<file path="src/rtl/adc_pkg.sv">
// Shared constants, types and lookup tables for the decoder control block
package adc_pkg;

	// ==========================================================
	// Serial frame opcodes and register indices
	localparam logic [7:0] OP_WRITE        = 8'h02;
	localparam logic [7:0] OP_READ         = 8'h03;
	localparam logic [7:0] REG_MODE        = 8'h00;
	localparam logic [7:0] REG_CLOCK_CFG   = 8'h03;
	localparam logic [7:0] REG_DECODE_TIME = 8'h04;
	localparam logic [7:0] REG_AUDIO_FMT   = 8'h05;
	localparam logic [7:0] REG_MEM_DATA    = 8'h06;
	localparam logic [7:0] REG_MEM_ADDR    = 8'h07;
	localparam logic [7:0] REG_HDR_LOW     = 8'h08;
	localparam logic [7:0] REG_HDR_HIGH    = 8'h09;
	localparam logic [7:0] REG_APP_START   = 8'h0a;

	// ==========================================================
	// Field positions and reset values
	localparam int MULT_MSB       = 15;
	localparam int MULT_LSB       = 13;
	localparam int ADD_MSB        = 12;
	localparam int ADD_LSB        = 11;
	localparam int FREQ_MSB       = 10;
	localparam int SOFT_RESET_BIT = 2;
	localparam logic [15:0] RESET_WORD = 16'h0000;
	localparam logic [1:0]  INSTR_SEL  = 2'b10;

	// Input clock code assumed when the frequency field is zero
	localparam int XTAL_DEFAULT_HZ = 12288000;
	localparam int FREQ_BASE_HZ    = 8000000;
	localparam int FREQ_STEP_HZ    = 4000;
	localparam logic [10:0] FREQ_DEFAULT =
		11'((XTAL_DEFAULT_HZ - FREQ_BASE_HZ) / FREQ_STEP_HZ);

	// ==========================================================
	// Fixed header words per format
	localparam logic [15:0] WAV_LOW   = 16'h7761;
	localparam logic [15:0] WAV_HIGH  = 16'h7665;
	localparam logic [15:0] WMA_HIGH  = 16'h574d;
	localparam logic [15:0] MIDI_HIGH = 16'h4d54;

	// ==========================================================
	// Host serial timing in reference clock cycles
	localparam int SCLK_HALF_CYC = 8;
	localparam int GAP_CYC       = 4;

	// ==========================================================
	// Stream header decode tables, bitrate index 0 and 15 and sample rate index 3 carry no rate
	localparam logic [15:0] RATE_BASE [4] =
		'{16'hac44, 16'hbb80, 16'h7d00, 16'h0000};
	localparam logic [8:0] KBPS_V1 [16] = '{9'h000, 9'h020, 9'h028,
		9'h030, 9'h038, 9'h040, 9'h050, 9'h060, 9'h070, 9'h080,
		9'h0a0, 9'h0c0, 9'h0e0, 9'h100, 9'h140, 9'h000};
	localparam logic [8:0] KBPS_V2 [16] = '{9'h000, 9'h008, 9'h010,
		9'h018, 9'h020, 9'h028, 9'h030, 9'h038, 9'h040, 9'h050,
		9'h060, 9'h070, 9'h080, 9'h090, 9'h0a0, 9'h000};

	typedef enum logic [2:0] {
		FMT_NONE = 3'b000,
		FMT_WAV  = 3'b001,
		FMT_WMA  = 3'b010,
		FMT_MIDI = 3'b011,
		FMT_MP3  = 3'b100
	} adc_fmt_type;

	typedef enum logic [1:0] {
		HST_IDLE  = 2'b00,
		HST_SHIFT = 2'b01,
		HST_GAP   = 2'b10
	} adc_hst_type;

endpackage : adc_pkg

</file>
<file path="src/rtl/adc_sci_if.sv">
// Serial control link between host and decoder control block
`timescale 1ns/1ps
interface adc_sci_if;
	logic cs_n;
	logic sclk;
	logic mosi;
	logic miso;
	modport device (input cs_n, input sclk, input mosi, output miso);
	modport host (output cs_n, output sclk, output mosi, input miso);
endinterface : adc_sci_if

</file>
<file path="src/rtl/adc_device.sv">
// Decoder-side control registers reached over the serial control link
`timescale 1ns/1ps
module adc_device (
	input  wire logic                ref_clk_i,
	input  wire logic                nrst_i,
	adc_sci_if.device                sci,
	input  wire adc_pkg::adc_fmt_type fmt_i,
	input  wire logic                decoding_i,
	input  wire logic                second_tick_i,
	input  wire logic                boost_up_i,
	input  wire logic                boost_down_i,
	input  wire logic                rate_update_i,
	input  wire logic [14:0]         rate_half_i,
	input  wire logic                stereo_i,
	input  wire logic                hdr_update_i,
	input  wire logic [31:0]         mp3_hdr_i,
	input  wire logic [15:0]         wma_byte_rate_i,
	input  wire logic [7:0]          midi_poly_i,
	input  wire logic [31:0]         mem_rdata_i,
	output logic [3:0]               core_mult_o,
	output logic [10:0]              input_freq_o,
	output logic [15:0]              sample_rate_o,
	output logic                     stereo_o,
	output logic [15:0]              mem_addr_o,
	output logic [31:0]              mem_wdata_o,
	output logic                     mem_we_o,
	output logic                     mem_re_o,
	output logic [15:0]              app_start_o,
	output logic                     soft_reset_o
);
	import adc_pkg::*;

	// ==========================================================
	// Pin synchronisers and serial frame capture
	logic [2:0]  cs_s;
	logic [2:0]  sck_s;
	logic [1:0]  mosi_s;
	logic [5:0]  bit_cnt;
	logic [15:0] in_sr;
	logic [15:0] out_sr;
	logic [7:0]  op_q;
	logic [7:0]  addr_q;
	logic        miso_q;

	always_ff @(posedge ref_clk_i or negedge nrst_i) begin
		if (!nrst_i) begin
			cs_s   <= 3'h7;
			sck_s  <= 3'h0;
			mosi_s <= 2'h0;
		end else begin
			cs_s   <= {cs_s[1:0], sci.cs_n};
			sck_s  <= {sck_s[1:0], sci.sclk};
			mosi_s <= {mosi_s[0], sci.mosi};
		end
	end

	// Edges come from stages 1 and 2 so stage 0 feeds only stage 1
	wire         sck_rise = sck_s[1] & ~sck_s[2];
	wire         sck_fall = ~sck_s[1] & sck_s[2];
	wire         cs_idle  = cs_s[1];
	wire [15:0]  next_sr  = {in_sr[14:0], mosi_s[1]};
	wire         cmd_done = sck_rise && !cs_idle && bit_cnt == 6'd15;
	wire         rd_stb   = cmd_done && next_sr[15:8] == OP_READ;
	wire         wr_stb   = sck_rise && !cs_idle && bit_cnt == 6'd31
		&& op_q == OP_WRITE;
	wire [7:0]   rd_addr  = next_sr[7:0];
	wire         rd_phase = op_q == OP_READ && bit_cnt >= 6'd16;

	always_ff @(posedge ref_clk_i or negedge nrst_i) begin
		if (!nrst_i) begin
			bit_cnt <= 6'h00;
			in_sr   <= RESET_WORD;
			op_q    <= 8'h00;
			addr_q  <= 8'h00;
		end else if (cs_idle) begin
			bit_cnt <= 6'h00;
		end else if (sck_rise) begin
			in_sr   <= next_sr;
			bit_cnt <= bit_cnt + 6'h01;
			if (cmd_done) begin
				op_q   <= next_sr[15:8];
				addr_q <= next_sr[7:0];
			end
		end
	end

	// ==========================================================
	// Register state
	logic [2:0]  cfg_mult;
	logic [1:0]  cfg_add;
	logic [10:0] cfg_freq;
	logic [15:0] decode_time;
	logic [14:0] rate_half;
	logic        stereo;
	logic [15:0] hdr_low;
	logic [15:0] hdr_high;
	logic        srst;
	logic        dec_q;
	logic        half;
	logic [15:0] hi_q;
	logic [15:0] rd_val;

	wire dec_edge  = decoding_i ^ dec_q;
	wire instr     = mem_addr_o[15:14] == INSTR_SEL;
	wire mem_wr    = wr_stb && addr_q == REG_MEM_DATA;
	wire mem_rd    = rd_stb && rd_addr == REG_MEM_DATA;
	wire [3:0] cap = 4'({1'b0, cfg_mult} + {2'b00, cfg_add});

	always_ff @(posedge ref_clk_i or negedge nrst_i) begin
		if (!nrst_i) begin
			cfg_mult     <= 3'h0;
			cfg_add      <= 2'h0;
			cfg_freq     <= 11'h000;
			input_freq_o <= FREQ_DEFAULT;
		end else begin
			if (wr_stb && addr_q == REG_CLOCK_CFG) begin
				cfg_mult <= in_sr[MULT_MSB-1:MULT_LSB-1];
				cfg_add  <= in_sr[ADD_MSB-1:ADD_LSB-1];
				cfg_freq <= {in_sr[FREQ_MSB-1:0], mosi_s[1]};
			end
			input_freq_o <= (cfg_freq == 11'h000) ? FREQ_DEFAULT
				: cfg_freq;
		end
	end

	// Multiplier in half-steps above 1.0; boost never dips below
	// the configured value so the serial clock stays safe in-file
	always_ff @(posedge ref_clk_i or negedge nrst_i) begin
		if (!nrst_i) begin
			core_mult_o <= 4'h0;
			dec_q       <= 1'b0;
		end else begin
			dec_q <= decoding_i;
			if (wr_stb && addr_q == REG_CLOCK_CFG)
				core_mult_o <= {1'b0, next_sr[MULT_MSB:MULT_LSB]};
			else if (dec_q && !decoding_i)
				core_mult_o <= {1'b0, cfg_mult};
			else if (decoding_i && fmt_i == FMT_WMA) begin
				if (boost_up_i && core_mult_o < cap)
					core_mult_o <= core_mult_o + 4'h1;
				else if (boost_down_i && core_mult_o > {1'b0, cfg_mult})
					core_mult_o <= core_mult_o - 4'h1;
			end
		end
	end

	always_ff @(posedge ref_clk_i or negedge nrst_i) begin
		if (!nrst_i) begin
			decode_time <= RESET_WORD;
		end else if (srst || (dec_edge && (fmt_i == FMT_WAV
			|| fmt_i == FMT_WMA || fmt_i == FMT_MIDI))) begin
			decode_time <= RESET_WORD;
		end else if (wr_stb && addr_q == REG_DECODE_TIME) begin
			decode_time <= next_sr;
		end else if (decoding_i && second_tick_i) begin
			decode_time <= decode_time + 16'h0001;
		end
	end

	always_ff @(posedge ref_clk_i or negedge nrst_i) begin
		if (!nrst_i) begin
			rate_half     <= 15'h0000;
			stereo        <= 1'b0;
			sample_rate_o <= RESET_WORD;
			stereo_o      <= 1'b0;
		end else begin
			if (wr_stb && addr_q == REG_AUDIO_FMT)
				rate_half <= next_sr[15:1];
			else if (rate_update_i) begin
				rate_half <= rate_half_i;
				stereo    <= stereo_i;
			end
			sample_rate_o <= {rate_half, 1'b0};
			// Known quirk kept on purpose: odd code flips the sense
			stereo_o      <= stereo ^ rate_half[0];
		end
	end

	always_ff @(posedge ref_clk_i or negedge nrst_i) begin
		if (!nrst_i) begin
			hdr_low  <= RESET_WORD;
			hdr_high <= RESET_WORD;
		end else if (srst) begin
			hdr_low  <= RESET_WORD;
			hdr_high <= RESET_WORD;
		end else if (hdr_update_i) begin
			case (fmt_i)
				FMT_WAV: begin
					hdr_low  <= WAV_LOW;
					hdr_high <= WAV_HIGH;
				end
				FMT_WMA: begin
					hdr_low  <= wma_byte_rate_i;
					hdr_high <= WMA_HIGH;
				end
				FMT_MIDI: begin
					hdr_low  <= {8'h00, midi_poly_i};
					hdr_high <= MIDI_HIGH;
				end
				FMT_MP3: begin
					hdr_low  <= mp3_hdr_i[15:0];
					hdr_high <= mp3_hdr_i[31:16];
				end
				default: begin
					hdr_low  <= hdr_low;
					hdr_high <= hdr_high;
				end
			endcase
		end
	end

	always_ff @(posedge ref_clk_i or negedge nrst_i) begin
		if (!nrst_i) begin
			srst         <= 1'b0;
			soft_reset_o <= 1'b0;
			app_start_o  <= RESET_WORD;
		end else begin
			// One-cycle pulse, so the mode bit clears by itself
			srst <= wr_stb && addr_q == REG_MODE
				&& next_sr[SOFT_RESET_BIT];
			soft_reset_o <= srst;
			if (wr_stb && addr_q == REG_APP_START)
				app_start_o <= next_sr;
		end
	end

	// ==========================================================
	// Indirect memory port: pointer moves after each full word
	always_ff @(posedge ref_clk_i or negedge nrst_i) begin
		if (!nrst_i) begin
			mem_addr_o  <= RESET_WORD;
			mem_wdata_o <= 32'h00000000;
			mem_we_o    <= 1'b0;
			mem_re_o    <= 1'b0;
			half        <= 1'b0;
			hi_q        <= RESET_WORD;
		end else begin
			mem_we_o <= 1'b0;
			mem_re_o <= mem_rd && !(instr && half);
			if (wr_stb && addr_q == REG_MEM_ADDR) begin
				mem_addr_o <= next_sr;
				half       <= 1'b0;
			end else if (mem_we_o) begin
				// Step only after the strobe has used the old address
				mem_addr_o <= mem_addr_o + 16'h0001;
			end else if ((mem_wr || mem_rd) && instr && !half) begin
				half <= 1'b1;
				hi_q <= mem_wr ? next_sr : mem_rdata_i[15:0];
			end else if (mem_wr || mem_rd) begin
				half       <= 1'b0;
				if (mem_rd)
					mem_addr_o <= mem_addr_o + 16'h0001;
				mem_we_o   <= mem_wr;
				mem_wdata_o <= instr ? {hi_q, next_sr}
					: {16'h0000, next_sr};
			end
		end
	end

	// ==========================================================
	// Read data and serial output
	always_comb begin
		rd_val = RESET_WORD;
		case (rd_addr)
			REG_MODE:        rd_val = 16'(srst) << SOFT_RESET_BIT;
			REG_CLOCK_CFG:   rd_val = {cfg_mult, cfg_add, cfg_freq};
			REG_DECODE_TIME: rd_val = decode_time;
			REG_AUDIO_FMT:   rd_val = {rate_half, stereo};
			REG_MEM_DATA: begin
				if (instr && half)
					rd_val = hi_q;
				else if (instr)
					rd_val = mem_rdata_i[31:16];
				else
					rd_val = mem_rdata_i[15:0];
			end
			REG_HDR_LOW:     rd_val = hdr_low;
			REG_HDR_HIGH:    rd_val = hdr_high;
			REG_APP_START:   rd_val = app_start_o;
			default:         rd_val = RESET_WORD;
		endcase
	end

	always_ff @(posedge ref_clk_i or negedge nrst_i) begin
		if (!nrst_i) begin
			out_sr <= RESET_WORD;
			miso_q <= 1'b0;
		end else if (cs_idle) begin
			miso_q <= 1'b0;
		end else if (rd_stb) begin
			out_sr <= rd_val;
		end else if (sck_fall && rd_phase) begin
			miso_q <= out_sr[15];
			out_sr <= {out_sr[14:0], 1'b0};
		end
	end

	assign sci.miso = miso_q;

endmodule : adc_device

</file>
<file path="src/flat_wrapper.sv">
// flat-port wrapper written by rule: the top's interface ports become plain ports
module adc_device_flat import adc_pkg::*;
  (ref_clk_i, nrst_i, fmt_i, decoding_i, second_tick_i, boost_up_i, boost_down_i, rate_update_i, rate_half_i, stereo_i, hdr_update_i, mp3_hdr_i, wma_byte_rate_i, midi_poly_i, mem_rdata_i, core_mult_o, input_freq_o, sample_rate_o, stereo_o, mem_addr_o, mem_wdata_o, mem_we_o, mem_re_o, app_start_o, soft_reset_o, sci_cs_n, sci_sclk, sci_mosi, sci_miso);
  adc_sci_if sci_i ();
  input  wire logic ref_clk_i;
  input  wire logic nrst_i;
  input  wire adc_pkg::adc_fmt_type fmt_i;
  input  wire logic decoding_i;
  input  wire logic second_tick_i;
  input  wire logic boost_up_i;
  input  wire logic boost_down_i;
  input  wire logic rate_update_i;
  input  wire logic [14:0] rate_half_i;
  input  wire logic stereo_i;
  input  wire logic hdr_update_i;
  input  wire logic [31:0] mp3_hdr_i;
  input  wire logic [15:0] wma_byte_rate_i;
  input  wire logic [7:0] midi_poly_i;
  input  wire logic [31:0] mem_rdata_i;
  output logic [3:0] core_mult_o;
  output logic [10:0] input_freq_o;
  output logic [15:0] sample_rate_o;
  output logic stereo_o;
  output logic [15:0] mem_addr_o;
  output logic [31:0] mem_wdata_o;
  output logic mem_we_o;
  output logic mem_re_o;
  output logic [15:0] app_start_o;
  output logic soft_reset_o;
  input wire logic [$bits(sci_i.cs_n)-1:0] sci_cs_n;
  input wire logic [$bits(sci_i.sclk)-1:0] sci_sclk;
  input wire logic [$bits(sci_i.mosi)-1:0] sci_mosi;
  output wire logic [$bits(sci_i.miso)-1:0] sci_miso;
  assign sci_i.cs_n = sci_cs_n;
  assign sci_i.sclk = sci_sclk;
  assign sci_i.mosi = sci_mosi;
  assign sci_miso = sci_i.miso;
  adc_device u_core (.ref_clk_i(ref_clk_i), .nrst_i(nrst_i), .sci(sci_i), .fmt_i(fmt_i), .decoding_i(decoding_i), .second_tick_i(second_tick_i), .boost_up_i(boost_up_i), .boost_down_i(boost_down_i), .rate_update_i(rate_update_i), .rate_half_i(rate_half_i), .stereo_i(stereo_i), .hdr_update_i(hdr_update_i), .mp3_hdr_i(mp3_hdr_i), .wma_byte_rate_i(wma_byte_rate_i), .midi_poly_i(midi_poly_i), .mem_rdata_i(mem_rdata_i), .core_mult_o(core_mult_o), .input_freq_o(input_freq_o), .sample_rate_o(sample_rate_o), .stereo_o(stereo_o), .mem_addr_o(mem_addr_o), .mem_wdata_o(mem_wdata_o), .mem_we_o(mem_we_o), .mem_re_o(mem_re_o), .app_start_o(app_start_o), .soft_reset_o(soft_reset_o));
endmodule
</file>
<file path="config.mk">
export PLATFORM = sky130hd
export DESIGN_NAME = adc_device_flat
export DESIGN_NICKNAME = d
export VERILOG_FILES = /design/src/rtl/adc_pkg.sv /design/src/rtl/adc_sci_if.sv /design/src/rtl/adc_device.sv /design/src/flat_wrapper.sv
export SDC_FILE = /design/constraint.sdc
export NUM_CORES = 1
export LEC_CHECK = 0
export ABC_AREA = 0
export BUFFER_PORTS_ARGS = -buffer_cell sky130_fd_sc_hd__buf_4
export CAP_MARGIN = 0
export CORE_UTILIZATION = 54
export DETAILED_ROUTE_END_ITERATION = 10
export PLACE_DENSITY_LB_ADDON = 0.08
export SLEW_MARGIN = 20
export SYNTH_ARGS = -nofsm -noshare
export SYNTH_HDL_FRONTEND = slang
export SYNTH_SLANG_ARGS = --single-unit
</file>
<file path="constraint.sdc">
create_clock -name ref_clk_i -period 10.65 [get_ports ref_clk_i]
set_input_delay 0.5325 -clock ref_clk_i [delete_from_list [all_inputs] [get_ports ref_clk_i]]
set_output_delay 0.5325 -clock ref_clk_i [all_outputs]
set_load 0.01 [all_outputs]
</file>
After elaboration in Yosys (flattened, before gate mapping)

Cells that the tools add are included.

Order comparisons: 3
Mux-type cells: 42
Reductions and logical operators: 60
Bitwise gates (word level): 11
$add $sub $neg: 6
Equality and inequality tests: 26

Operator list:

| operator                | count |
|---|---|
| $mux W16                | 17 |
| $pmux W16 S4            | 2 |
| $pmux W16 S8            | 1 |
| $eq A8 B3 Y1 const B    | 7 |
| $eq A8 B2 Y1 const B    | 5 |
| $add A16 B1 Y16 const B | 2 |
| $eq A8 B4 Y1 const B    | 4 |
| $mux W32                | 1 |
| $mux W15                | 2 |
| $logic_and A1 B1 Y1     | 26 |
| $mux W4                 | 5 |
| $logic_not A8 Y1        | 2 |
| $reduce_bool A3 Y1      | 5 |
| $reduce_and A2 Y1       | 7 |
| $mux W6                 | 2 |
| $logic_not A11 Y1       | 1 |
| $mux W1                 | 11 |
| $mux W11                | 1 |
| $reduce_bool A2 Y1      | 5 |
| $reduce_and A3 Y1       | 3 |
| $not A1 Y1              | 7 |
| $add A6 B1 Y6 const B   | 1 |
| $eq A3 B2 Y1 const B    | 2 |
| $eq A6 B4 Y1 const B    | 1 |
| other kinds (20)        | 28 |

Logic and storage cells: 179
Output and inout port bits: 100
Input bits: 118
Flip-flop bits (word level): 258

Longest topological paths before layout

Gate-level depths: netlist (run 1).

Word-level depth: 12
Gate-level depth with buffers: 13
Gate-level depth less buffers: 13

Worst setup path before layout (run 1)

OpenSTA, ideal clock, no wires.

Path type: flip-flop to flip-flop
Start point: reg u_core.cfg_mult[0]
End point: reg u_core.core_mult_o[3]
Path buffers: 0
Cell stages (with the launch flop): 14
Setup slack: 7.298 ns
Arrival time: 3.270 ns
Clock period less this slack: 3.352 ns
Cells stage by stage: dfrtp_1 -> ha_1 -> fa_1 -> xnor2_1 -> ha_1 -> or2_2 -> a21o_1 -> and2_1 -> ha_1 -> a21o_1 -> a21oi_1 -> nand4b_1 -> a2111o_1 -> a31oi_1

Longest elaborated chain between the ends: 7

RTL lines:

| item                     | line              | RTL |
|---|---|---|
| start: declaration       | adc_device.sv:89  | `logic [2:0] cfg_mult;` |
| start signal: assignment | adc_device.sv:117 | `cfg_mult <= in_sr[MULT_MSB-1:MULT_LSB-1];` |
| $add A3 B2 Y4            | adc_device.sv:107 | `wire [3:0] cap = 4'({1'b0, cfg_mult} + {2'b00, cfg_add});` |
| $lt A4 B4 Y1             | adc_device.sv:139 | `if (boost_up_i && core_mult_o < cap)` |
| $logic_and A1 B1 Y1      | adc_device.sv:139 |  |
| $mux W4                  | adc_device.sv:139 |  |
| $mux W4                  | adc_device.sv:138 | `else if (decoding_i && fmt_i == FMT_WMA) begin` |
| $mux W4                  | adc_device.sv:136 | `else if (dec_q && !decoding_i)` |
| $mux W4                  | adc_device.sv:134 | `if (wr_stb && addr_q == REG_CLOCK_CFG)` |
| end signal: assignment   | adc_device.sv:135 | `core_mult_o <= {1'b0, next_sr[MULT_MSB:MULT_LSB]};` |
| end signal: assignment   | adc_device.sv:137 | `core_mult_o <= {1'b0, cfg_mult};` |
| end signal: assignment   | adc_device.sv:140 | `core_mult_o <= core_mult_o + 4'h1;` |
| end: declaration         | adc_device.sv:20  | `output logic [3:0] core_mult_o,` |

Several ways; a longest one is shown, not always the timed one. The select of a mux whose other input is x is not followed.
A chain may end at the register's enable or synchronous reset.

Worst setup path in the final report (run 1)

Start point: reg u_core.in_sr[1]
End point: reg u_core.mem_wdata_o[1]

Longest elaborated chain between the ends: 7

RTL lines:

| item                                   | line                                 | RTL |
|---|---|---|
| start: declaration                     | adc_device.sv:39                     | `logic [15:0] in_sr;` |
| start signal: assignment               | adc_device.sv:78                     | `in_sr <= next_sr;` |
| $eq A8 B3 Y1 (*)                       | adc_device.sv:106                    | `wire mem_rd = rd_stb && rd_addr == REG_MEM_DATA;` |
| $logic_and A1 B1 Y1 (*)                | adc_device.sv:106                    |  |
| $logic_or A1 B1 Y1 (*)                 | adc_device.sv:246, adc_device.sv:249 |  |
| $logic_and A1 B1 Y1 (2 in series)      | adc_device.sv:246                    | `end else if ((mem_wr \|\| mem_rd) && instr && !half) begin` |
| $not A1 Y1 (no source line)            | -                                    |  |
| $reduce_and A4 Y1 (no source line) (*) | -                                    |  |
| end signal: assignment                 | adc_device.sv:254                    | `mem_wdata_o <= instr ? {hi_q, next_sr}` |
| end: declaration                       | adc_device.sv:25                     | `output logic [31:0] mem_wdata_o,` |

Every way passes the cells marked *; elsewhere a longest branch is shown, timed or not.

==> reports/results.ini, run 1 <==
[synthesis]
yosys.area_share.adder_pct = 1.72
ys_types = 79
synthXorXnorAreaFrac_pct = 1.52
synth_area_sq_um = 13200
syn_area_per_cell_sq_um = 10.5
ys.flop_type = dfrtp_1
yosys_warnings = 0
synth_fp_nets = 1390
synth-compound-area-share_pct = 12.7
async_reset_ff_share_pct = 100
synth_edf_count = 0
synth_top_family_by_area = multiplexers
synth-seq-cells = 258
synthCells = 1255
muxShareOfSynthArea_pct = 15.9
ys_seq_area_share_pct = 48.9
yosys.area_share.simple_pct = 15.2

[setup_path]
path_cells = or4bb_1, nor2_4, nand2_2, a2111oi_4, buf_4, mux2_2
crit_end = u_core.mem_wdata_o[1]
reg2reg_depth = 6
r2r-end = u_core.mem_wdata_o[1]
critical_path_class = reg -> reg
cp-end-kind = register
cp.arrival_ps = 4280
r2r-start = u_core.in_sr[1]
startpoint = u_core.in_sr[1]
reg2reg_slack_ps = 6790
cp.required_ps = 11070
setup.worst_path.start_class = register
max_stage_delay_ps = 910
cp_max_fo = 21
crit_slowest_cell = a2111oi_4

[finish]
final_common_cell = dfrtp_1
final_util_pct = 67.0
mostFrequentLayoutCells = dfrtp_1 (252), buf_4 (226), nand2_1 (173)
nNetsFinal = 1552
regArea_sq_um = 6460
layout-drive-gt1-share_pct = 28.4
multi_input_area_sq_um = 6250
syn_to_final_growth_pct = 20.4
fillCellCount = 1890

[timing]
setup_violations = 0
grt_setup_unrepaired = false
fin_crit_sh_pct = 36.2
fin_skew_ps = 14.7
worst_hold_slack_ps = 52.9
fin_setup_tns_ps = 0
fin_crit_ps = 3860
hold_viol = 0
timing.fmax_mhz = 259
slew-limit-headroom_pct = 28.9
tightest_slew_ps = 1060
slew_violations = 0
setup_ws_ps = 6790

[clock_network]
clk_pin_slew_ps = 60
cts_made_buffers = 28
htree_levels = 1
clk_latency_ps = 550
cts.hold.buffers_added = 0
postCtsSetupBuffers = 0
ctsResizeCount = 0
clock_path_buffers = 3
cts_tree = done
cts_root_buffer = clkbuf_16
numClockSinks = 258

[route]
routed_wl_mm = 39.8
viasPerCell = 6.15
final_antenna_net_count = 0
drtPass1Iterations = 5
drtIter0Drc = 932
wl_per_cell_microns = 22.6
drc = 0
via_count = 10806

[power_and_ir_drop]
ir_drop_v = 0.000112
swShare_pct = 27.6
p_comb_share_pct = 14.0
p_leak_nw = 7.47
power_density_nw_per_um2 = 155
power_mw = 2.47
pwr-share-seq_pct = 45.3
p_switching_mw = 0.682
internal_power_mw = 1.79
clkPwrFrac_pct = 40.8

[global_routing]
grt_pass1_wl_mm = 60.2
antenna_found_initial = 1
grt_overflow_total = 0
grtUsageTotal_pct = 32.2
grt_max_degree = 125
grt_pass1_vias = 10569

[place]
dp_slack_ps = 6730
io_buffers = 216
dp_hpwl_mm = 28.0
place_congestion = 0.899

[floorplan]
die_w_microns = 158
start_util_pct = 55.6
core_area_sq_um = 23800
rows = 56
fp.dieH_microns = 158
io-pin-count = 218
die-area_sq_um = 25100

[outcome]
status = completed

[hold_path]
hold_path.class = in -> async

[job]
maxCapViolations = 0

flip-flops by register name (all words and copies together) (netlist names), 11 cells and up:
| register | cells |
|---|---|
| u_core.hdr_high | 16 |
| u_core.app_start_o | 16 |
| u_core.hi_q | 16 |
| u_core.decode_time | 16 |
| u_core.in_sr | 15 |
| u_core.hdr_low | 16 |
| u_core.mem_wdata_o | 32 |
| u_core.sample_rate_o | 15 |
| u_core.mem_addr_o | 16 |
| u_core.input_freq_o | 11 |
| u_core.cfg_freq | 11 |
| u_core.out_sr | 16 |
| u_core.rate_half | 15 |
worst min-delay path by stage:
stage,from,endpoint,slack (ps),cells past startpoint
floorplan,nrst_i,u_core.addr_q[0],240,0
global placement,u_core.mosi_s[0],u_core.mosi_s[1],330,0
detailed placement,u_core.mosi_s[0],u_core.mosi_s[1],340,0
CTS,sci_mosi,u_core.mosi_s[0],80,1
global route,sci_mosi,u_core.mosi_s[0],90,1
finish,nrst_i,u_core.core_mult_o[3],50,1
logic make-up (layout without fill, tap and decap cells):
group	after synthesis	in the layout
and+or+nand+nor	395	395
DFF	258	258
AOI/OAI and AO/OA	235	235
muxes	195	195
buffers and inverters	131	314
xor gates and xnor gates	23	23
adders and majority gates	17	17
other	1	2
synthesized netlist by cell type (15+ instances only):
cell type / number / share of area (%)
dfrtp_1: 253 / 48
a21oi_1: 46 / 1.7
clkbuf_1: 74 / 2.1
mux2_2: 110 / 9.4
o21ai_0: 46 / 1.7
mux2i_1: 72 / 5.5
a31oi_1: 23 / 1.1
nor3_1: 20 / 0.76
nand3_1: 30 / 1.1
inv_1: 36 / 1.0
nor2_1: 48 / 1.4
nand2_1: 173 / 4.9
ha_1: 15 / 1.4
nand4_1: 20 / 0.95
per-stage QoR:
stage | cell area (sq um) | std cells
floorplan | 13200 | 1255
global placement | 14900 | 1705
detailed placement | 14900 | 1705
CTS | 15900 | 1756
global route | 15900 | 1757
finish | 15900 | 1758
per-layer routing:
layer / global-route usage [%] / vias up / routed length [microns]
li1: - / 4855 / -
met1: 45.6 / 5402 / 17500
met2: 49.9 / 469 / 18000
met3: 6.21 / 80 / 3220
met4: 10.0 / 0 / 1110
met5: 0 / - / 0
power groups by stage:
stage	sequential [mW]	clock, mW	combinational (mW)
final	1.12	1.01	0.345
after global routing	1.12	1.05	0.381
after CTS	1.11	1.01	0.344
after floorplan	1.09	0	0.221
after global placement	1.13	0	0.338
after detailed placement	1.13	0	0.342
area by class of cell:
cell class | instances | share of cell area (%)
Inverter | 36 | 0.849
Clock inverter | 12 | 0.943
Antenna cell | 1 | 0.0157
Multi-Input combinational cell | 866 | 39.3
Timing Repair Buffer | 227 | 10.8
Clock buffer | 39 | 5.05
Sequential cell | 258 | 40.6
Tap cell | 319 | 2.51
worst max-delay path: cells and delay by family (launching register included):
| family | cells | cell delay [ps] |
|---|---|---|
| compound gates | 1 | 910 |
| buf+inv | 1 | 470 |
| flops | 1 | 830 |
| mux | 1 | 390 |
| simple gates | 3 | 1130 |
(Power assumes the default switching activity.)
==> run 2: changes to the inputs <==
==> constraint.sdc (replaced) <==
create_clock -name ref_clk_i -period 3.9 [get_ports ref_clk_i]
set_input_delay 0.195 -clock ref_clk_i [delete_from_list [all_inputs] [get_ports ref_clk_i]]
set_output_delay 0.195 -clock ref_clk_i [all_outputs]
set_load 0.01 [all_outputs]
==> run 2 against run 1 <==
Effect of this change: cell area grew 4.5%; die area unchanged; combinational power rose to 3.4 times the previous value; clock-buffer cell count increased by 3; largest power group unchanged; wire length is 0.31% higher; first-iteration DRC count is 4.3% higher; sequential power grew to 2.6 times the previous value; critical path depth is 7 higher; sequential share of layout area shrank 1.7 points; flip-flop and latch count unchanged; highest routed layer unchanged; total power rose to 2.8 times the previous value.
==> reports/results.ini, run 2 (same netlist as run 1, synthesis figures left out) <==
[outcome]
status = completed

[global_routing]
grt_pass1_wl_mm = 62.1
grt_pass1_vias = 10884
grtUsageTotal_pct = 32.9
antenna_found_initial = 1
grt_max_degree = 99
grt_overflow_total = 0

[finish]
largest_register = u_core.mem_wdata_o
antenna_cells = 0
multi_input_area_sq_um = 6240
syn_to_final_growth_pct = 25.8
largest_reg_flops = 32
design_area_sq_um = 16600
final_common_cell = buf_4
mostFrequentLayoutCells = buf_4 (253), dfrtp_1 (252), nand2_1 (173)
fillCellCount = 1764
nNetsFinal = 1633
regArea_sq_um = 6460
layout-drive-gt1-share_pct = 28.5

[setup_path]
setup.worst_path.start_class = register
r2r-end = u_core.core_mult_o[3]
cp.arrival_ps = 4050
cp_max_fo = 6
reg2reg_slack_ps = 310
reg2reg_depth = 13
cp.required_ps = 4360
critical_path_class = reg -> reg
r2r-start = u_core.cfg_mult[0]
cp-end-kind = register

[route]
drtPass1Iterations = 7
viasPerCell = 6.04
routed_wl_mm = 39.9
wl_per_cell_microns = 21.7
drc = 0
drtIter0Drc = 972
via_count = 11084
final_antenna_net_count = 0

[timing]
fin_skew_ps = 19.0
hold_viol = 0
fin_crit_sh_pct = 92.1
timing.fmax_mhz = 278
fin_setup_tns_ps = 0
grt_setup_unrepaired = false
slew_violations = 0
setup_violations = 0
slew-limit-headroom_pct = 24.8
fin_crit_ps = 3590
tightest_slew_ps = 1120

[place]
io_buffers = 216
dp_hpwl_mm = 27.3
place_congestion = 0.887
place_area_sq_um = 15200

[floorplan]
die-area_sq_um = 25100
start_util_pct = 55.6
die_w_microns = 158
rows = 56
core_area_sq_um = 23800
io-pin-count = 218
fp.dieH_microns = 158

[hold_path]
hold_depth = 3
hold_end = u_core.rate_half[3]
hold_path.class = in -> reg
min_from = rate_half_i[3]

[power_and_ir_drop]
ir_drop_v = 0.000425
p_leak_nw = 7.83
power_density_nw_per_um2 = 408

[clock_network]
cts_root_buffer = clkbuf_16
clock_path_buffers = 3
postCtsSetupBuffers = 0
htree_levels = 1
numClockSinks = 258
cts_tree = done
clk_latency_ps = 540
cts_made_buffers = 28
clk_pin_slew_ps = 60

[job]
maxCapViolations = 0

-- run 2: final cells by class --
class	count	area share (%)
clock buffer	42	5.02
clock inverter	7	0.527
timing repair buffer	308	14.8
inverter	36	0.813
sequential	258	38.9
multi-input combinational	866	37.5
tap	319	2.40
-- run 2: routing by layer --
layer / routed length, microns / global-route usage, % / vias up / part of all wire [%]
li1: - / - / 5024 / -
met4: 1440 / 12.5 / 0 / 3.6
met2: 18000 / 50.2 / 511 / 45
met5: 0 / 0 / - / 0
met3: 3310 / 5.91 / 104 / 8.3
met1: 17100 / 46.6 / 5445 / 43
-- run 2: how the worst max path moves through the flow --
stage / startpoint / end / slack (ps) / cells past startpoint
after floorplan: u_core.cfg_mult[0] / u_core.core_mult_o[3] / 550 / 13
after global placement: u_core.cfg_mult[0] / u_core.core_mult_o[3] / 410 / 13
after detailed placement: u_core.cfg_mult[0] / u_core.core_mult_o[3] / 340 / 13
after CTS: u_core.cfg_mult[0] / u_core.core_mult_o[3] / 320 / 13
after global routing: u_core.cfg_mult[0] / u_core.core_mult_o[3] / 150 / 13
final: u_core.cfg_mult[0] / u_core.core_mult_o[3] / 310 / 13
-- run 2: repair_timing --
item,CTS,global route
endpoints found under the hold margin,140,0
resized for setup,0,0
hold buffers,53,0
-- run 2: stage by stage --
stage	util (%)	instances	setup slack [ps]	total power, mW	hold WS [ps]
final	70.0	1836	308	6.79	10.0
after global routing	70.0	1836	153	7.04	16.0
after CTS	70.0	1836	316	6.79	5.90
after detailed placement	63.9	1734	342	4.09	277
after global placement	63.9	1734	412	4.07	275
after floorplan	-	1255	548	3.57	-101
-- run 2: where the power goes --
group | switching [mW] | internal (mW) | total, mW | leakage, nW
registers | 0.137 | 2.82 | 2.95 | 3.36
logic | 0.665 | 0.509 | 1.17 | 4.02
clock network | 1.06 | 1.60 | 2.66 | 0.453
total | 1.87 | 4.92 | 6.79 | 7.83
-- run 2: critical path, cell delays in order (launching register included) --
cell and delay [ps]:
dfrtp_1 450, ha_1 220, fa_1 390, xnor2_1 170
ha_1 240, or2_2 290, a21o_1 210, and2_1 200
ha_1 280, a21o_1 170, a21oi_1 190, nand4b_1 140
a2111o_1 380, a31oi_1 170
==> run 3: changes to the inputs <==
--- a/config.mk
+++ b/config.mk
@@ -6,10 +6,10 @@
 export NUM_CORES = 1
 export LEC_CHECK = 0
 export ABC_AREA = 0
-export BUFFER_PORTS_ARGS = -buffer_cell sky130_fd_sc_hd__buf_4
 export CAP_MARGIN = 0
 export CORE_UTILIZATION = 54
 export DETAILED_ROUTE_END_ITERATION = 10
+export DONT_BUFFER_PORTS = 1
 export PLACE_DENSITY_LB_ADDON = 0.08
 export SLEW_MARGIN = 20
 export SYNTH_ARGS = -nofsm -noshare
==> run 3 against run 2 <==
Effect of this change: the flow now finishes with violations (hold timing); wire length fell by 0.55%; first-iteration DRC count fell by 0.41%; total power fell by 0.84%; cell count fell by 9.0%; critical path depth did not move; combinational power fell by 15%; clock-buffer cell count fell by 1; die area did not move; cell area fell by 6.7%; largest cell class unchanged.
==> reports/results.ini, run 3 (same netlist as run 1, synthesis figures left out) <==
[global_routing]
grt_overflow_total = 0
grt_pass1_wl_mm = 60.1
grtUsageMet3_pct = 8.00
grtUsageTotal_pct = 32.1
grt.busiest_layer = met2
use_met1_pct = 43.3
grt_max_degree = 259
antenna_found_initial = 1
grt_pass1_vias = 10383
met2_usage_pct = 49.8

[clock_network]
cts_tree = done
cts_made_buffers = 28
clock_path_buffers = 3
cts.hold.buffers_added = 104
cts_root_buffer = clkbuf_16
clk_latency_ps = 550
numClockSinks = 258
ctsResizeCount = 0
clk_pin_slew_ps = 70
postCtsSetupBuffers = 0
htree_levels = 1

[setup_path]
crit_slowest_cell = dfrtp_1
reg2reg_slack_ps = 260
cp.required_ps = 4370
max_stage_delay_ps = 460
cpMostUsedCell = ha_1
r2r-start = u_core.cfg_mult[0]
cp_max_fo = 6
r2r-end = u_core.core_mult_o[3]
cp.arrival_ps = 4120
path_cells = ha_1, fa_1, xnor2_1, ha_1, or2_2, a21o_1, and2_1, ha_1, a21o_1, a21oi_1, nand4b_1, a2111o_1, a31oi_1
setup.worst_path.start_class = register
critical_path_class = reg -> reg
cp-end-kind = register
path_buf_inv = 0
reg2reg_depth = 13
path_delay_family = compound AO/OA/AOI/OAI gates

[job]
maxCapViolations = 0

[timing]
tightest_slew_ps = 1020
fin_setup_tns_ps = 0
hold_viol = 258
setup_violations = 0
slew_violations = 0
fin_crit_sh_pct = 93.4
worst_hold_slack_ps = -658
grt_setup_unrepaired = false
fin_crit_ps = 3640
fin_skew_ps = 9.57
timing.fmax_mhz = 274
slew-limit-headroom_pct = 31.7

[finish]
final_common_cell = dfrtp_1
fillCellCount = 1857
syn_to_final_growth_pct = 17.3
largest_reg_flops = 32
layout-drive-gt1-share_pct = 16.0
antenna_cells = 0
largest_register = u_core.mem_wdata_o
nNetsFinal = 1465
mostFrequentLayoutCells = dfrtp_1 (252), nand2_1 (173), mux2_2 (110)

[power_and_ir_drop]
power_density_nw_per_um2 = 434
swShare_pct = 27.1
internal_power_mw = 4.91
ir_drop_v = 0.000299
power_mw = 6.73
p_switching_mw = 1.82
pwr-share-seq_pct = 44.2
p_leak_nw = 6.95
p_comb_share_pct = 14.9
clkPwrFrac_pct = 40.8

[place]
place_congestion = 0.880
io_buffers = 0
dp_hpwl_mm = 26.2

[route]
routed_wl_mm = 39.7
via_count = 10473
drc = 0
viasPerCell = 6.27
wl_per_cell_microns = 23.7
drtPass1Iterations = 6
final_antenna_net_count = 0
drtIter0Drc = 968

[floorplan]
die-area_sq_um = 25100
core_area_sq_um = 23800
die_w_microns = 158
start_util_pct = 55.6
io-pin-count = 218
rows = 56
fp.dieH_microns = 158

[outcome]
status = finished with violations
failed_checks = hold timing

[hold_path]
hold_path.class = in -> async

[run 3: cell types whose count changed in the layout (fill, tap and decap cells not counted)]
cell	before	now
clkbuf_8	6	5
buf_12	1	0
buf_8	1	0
clkinv_2	4	6
bufinv_16	2	3
clkinvlp_4	1	2
dlygate4sd3_1	53	104
buf_4	253	36
[run 3: cell type report]
class / instances / area [sq um] / share of cell area, %
clock buffer: 41 / 821 / 5.29
clock inverter: 11 / 135 / 0.871
inverter: 36 / 135 / 0.871
multi-input combinational: 866 / 6240 / 40.3
sequential: 258 / 6460 / 41.7
tap: 319 / 399 / 2.57
timing repair buffer: 140 / 1310 / 8.46
[run 3: worst max path at each step]
stage	endpoint	startpoint	slack [ps]	depth (start not counted)
after floorplan	u_core.core_mult_o[3]	u_core.cfg_mult[0]	550	13
after global placement	u_core.core_mult_o[3]	u_core.cfg_mult[0]	410	13
after detailed placement	u_core.core_mult_o[3]	u_core.cfg_mult[0]	340	13
after CTS	u_core.core_mult_o[3]	u_core.cfg_mult[0]	310	13
after global routing	u_core.core_mult_o[3]	u_core.cfg_mult[0]	50	13
final	u_core.core_mult_o[3]	u_core.cfg_mult[0]	260	13
[run 3: per-layer routing]
metal  vias to the layer above  share of wire (%)
li1                       4697                  -
met1                      5235                 41
met2                       453                 45
met3                        88                9.5
met4                         0                3.5
met5                         -                  0
[run 3: power groups by stage]
stage / logic (mW) / clock network [mW] / registers [mW]
2_1_floorplan: 0.604 / 0 / 2.97
3_3_place_gp: 0.838 / 0 / 3.02
3_5_place_dp: 0.854 / 0 / 3.02
4_1_cts: 0.978 / 2.77 / 2.97
5_1_grt: 1.09 / 2.88 / 3.00
6_report: 1.00 / 2.75 / 2.98
[run 3: metrics by stage]
step | util (%) | setup WS (ps) | cell area (sq um) | instances
global placement | 56.9 | 415 | 13500 | 1515
global route | 65.3 | 53.0 | 15500 | 1671
detailed placement | 56.9 | 341 | 13500 | 1515
finish | 65.3 | 257 | 15500 | 1671
floorplan | - | 548 | 13200 | 1255
CTS | 65.3 | 306 | 15500 | 1671
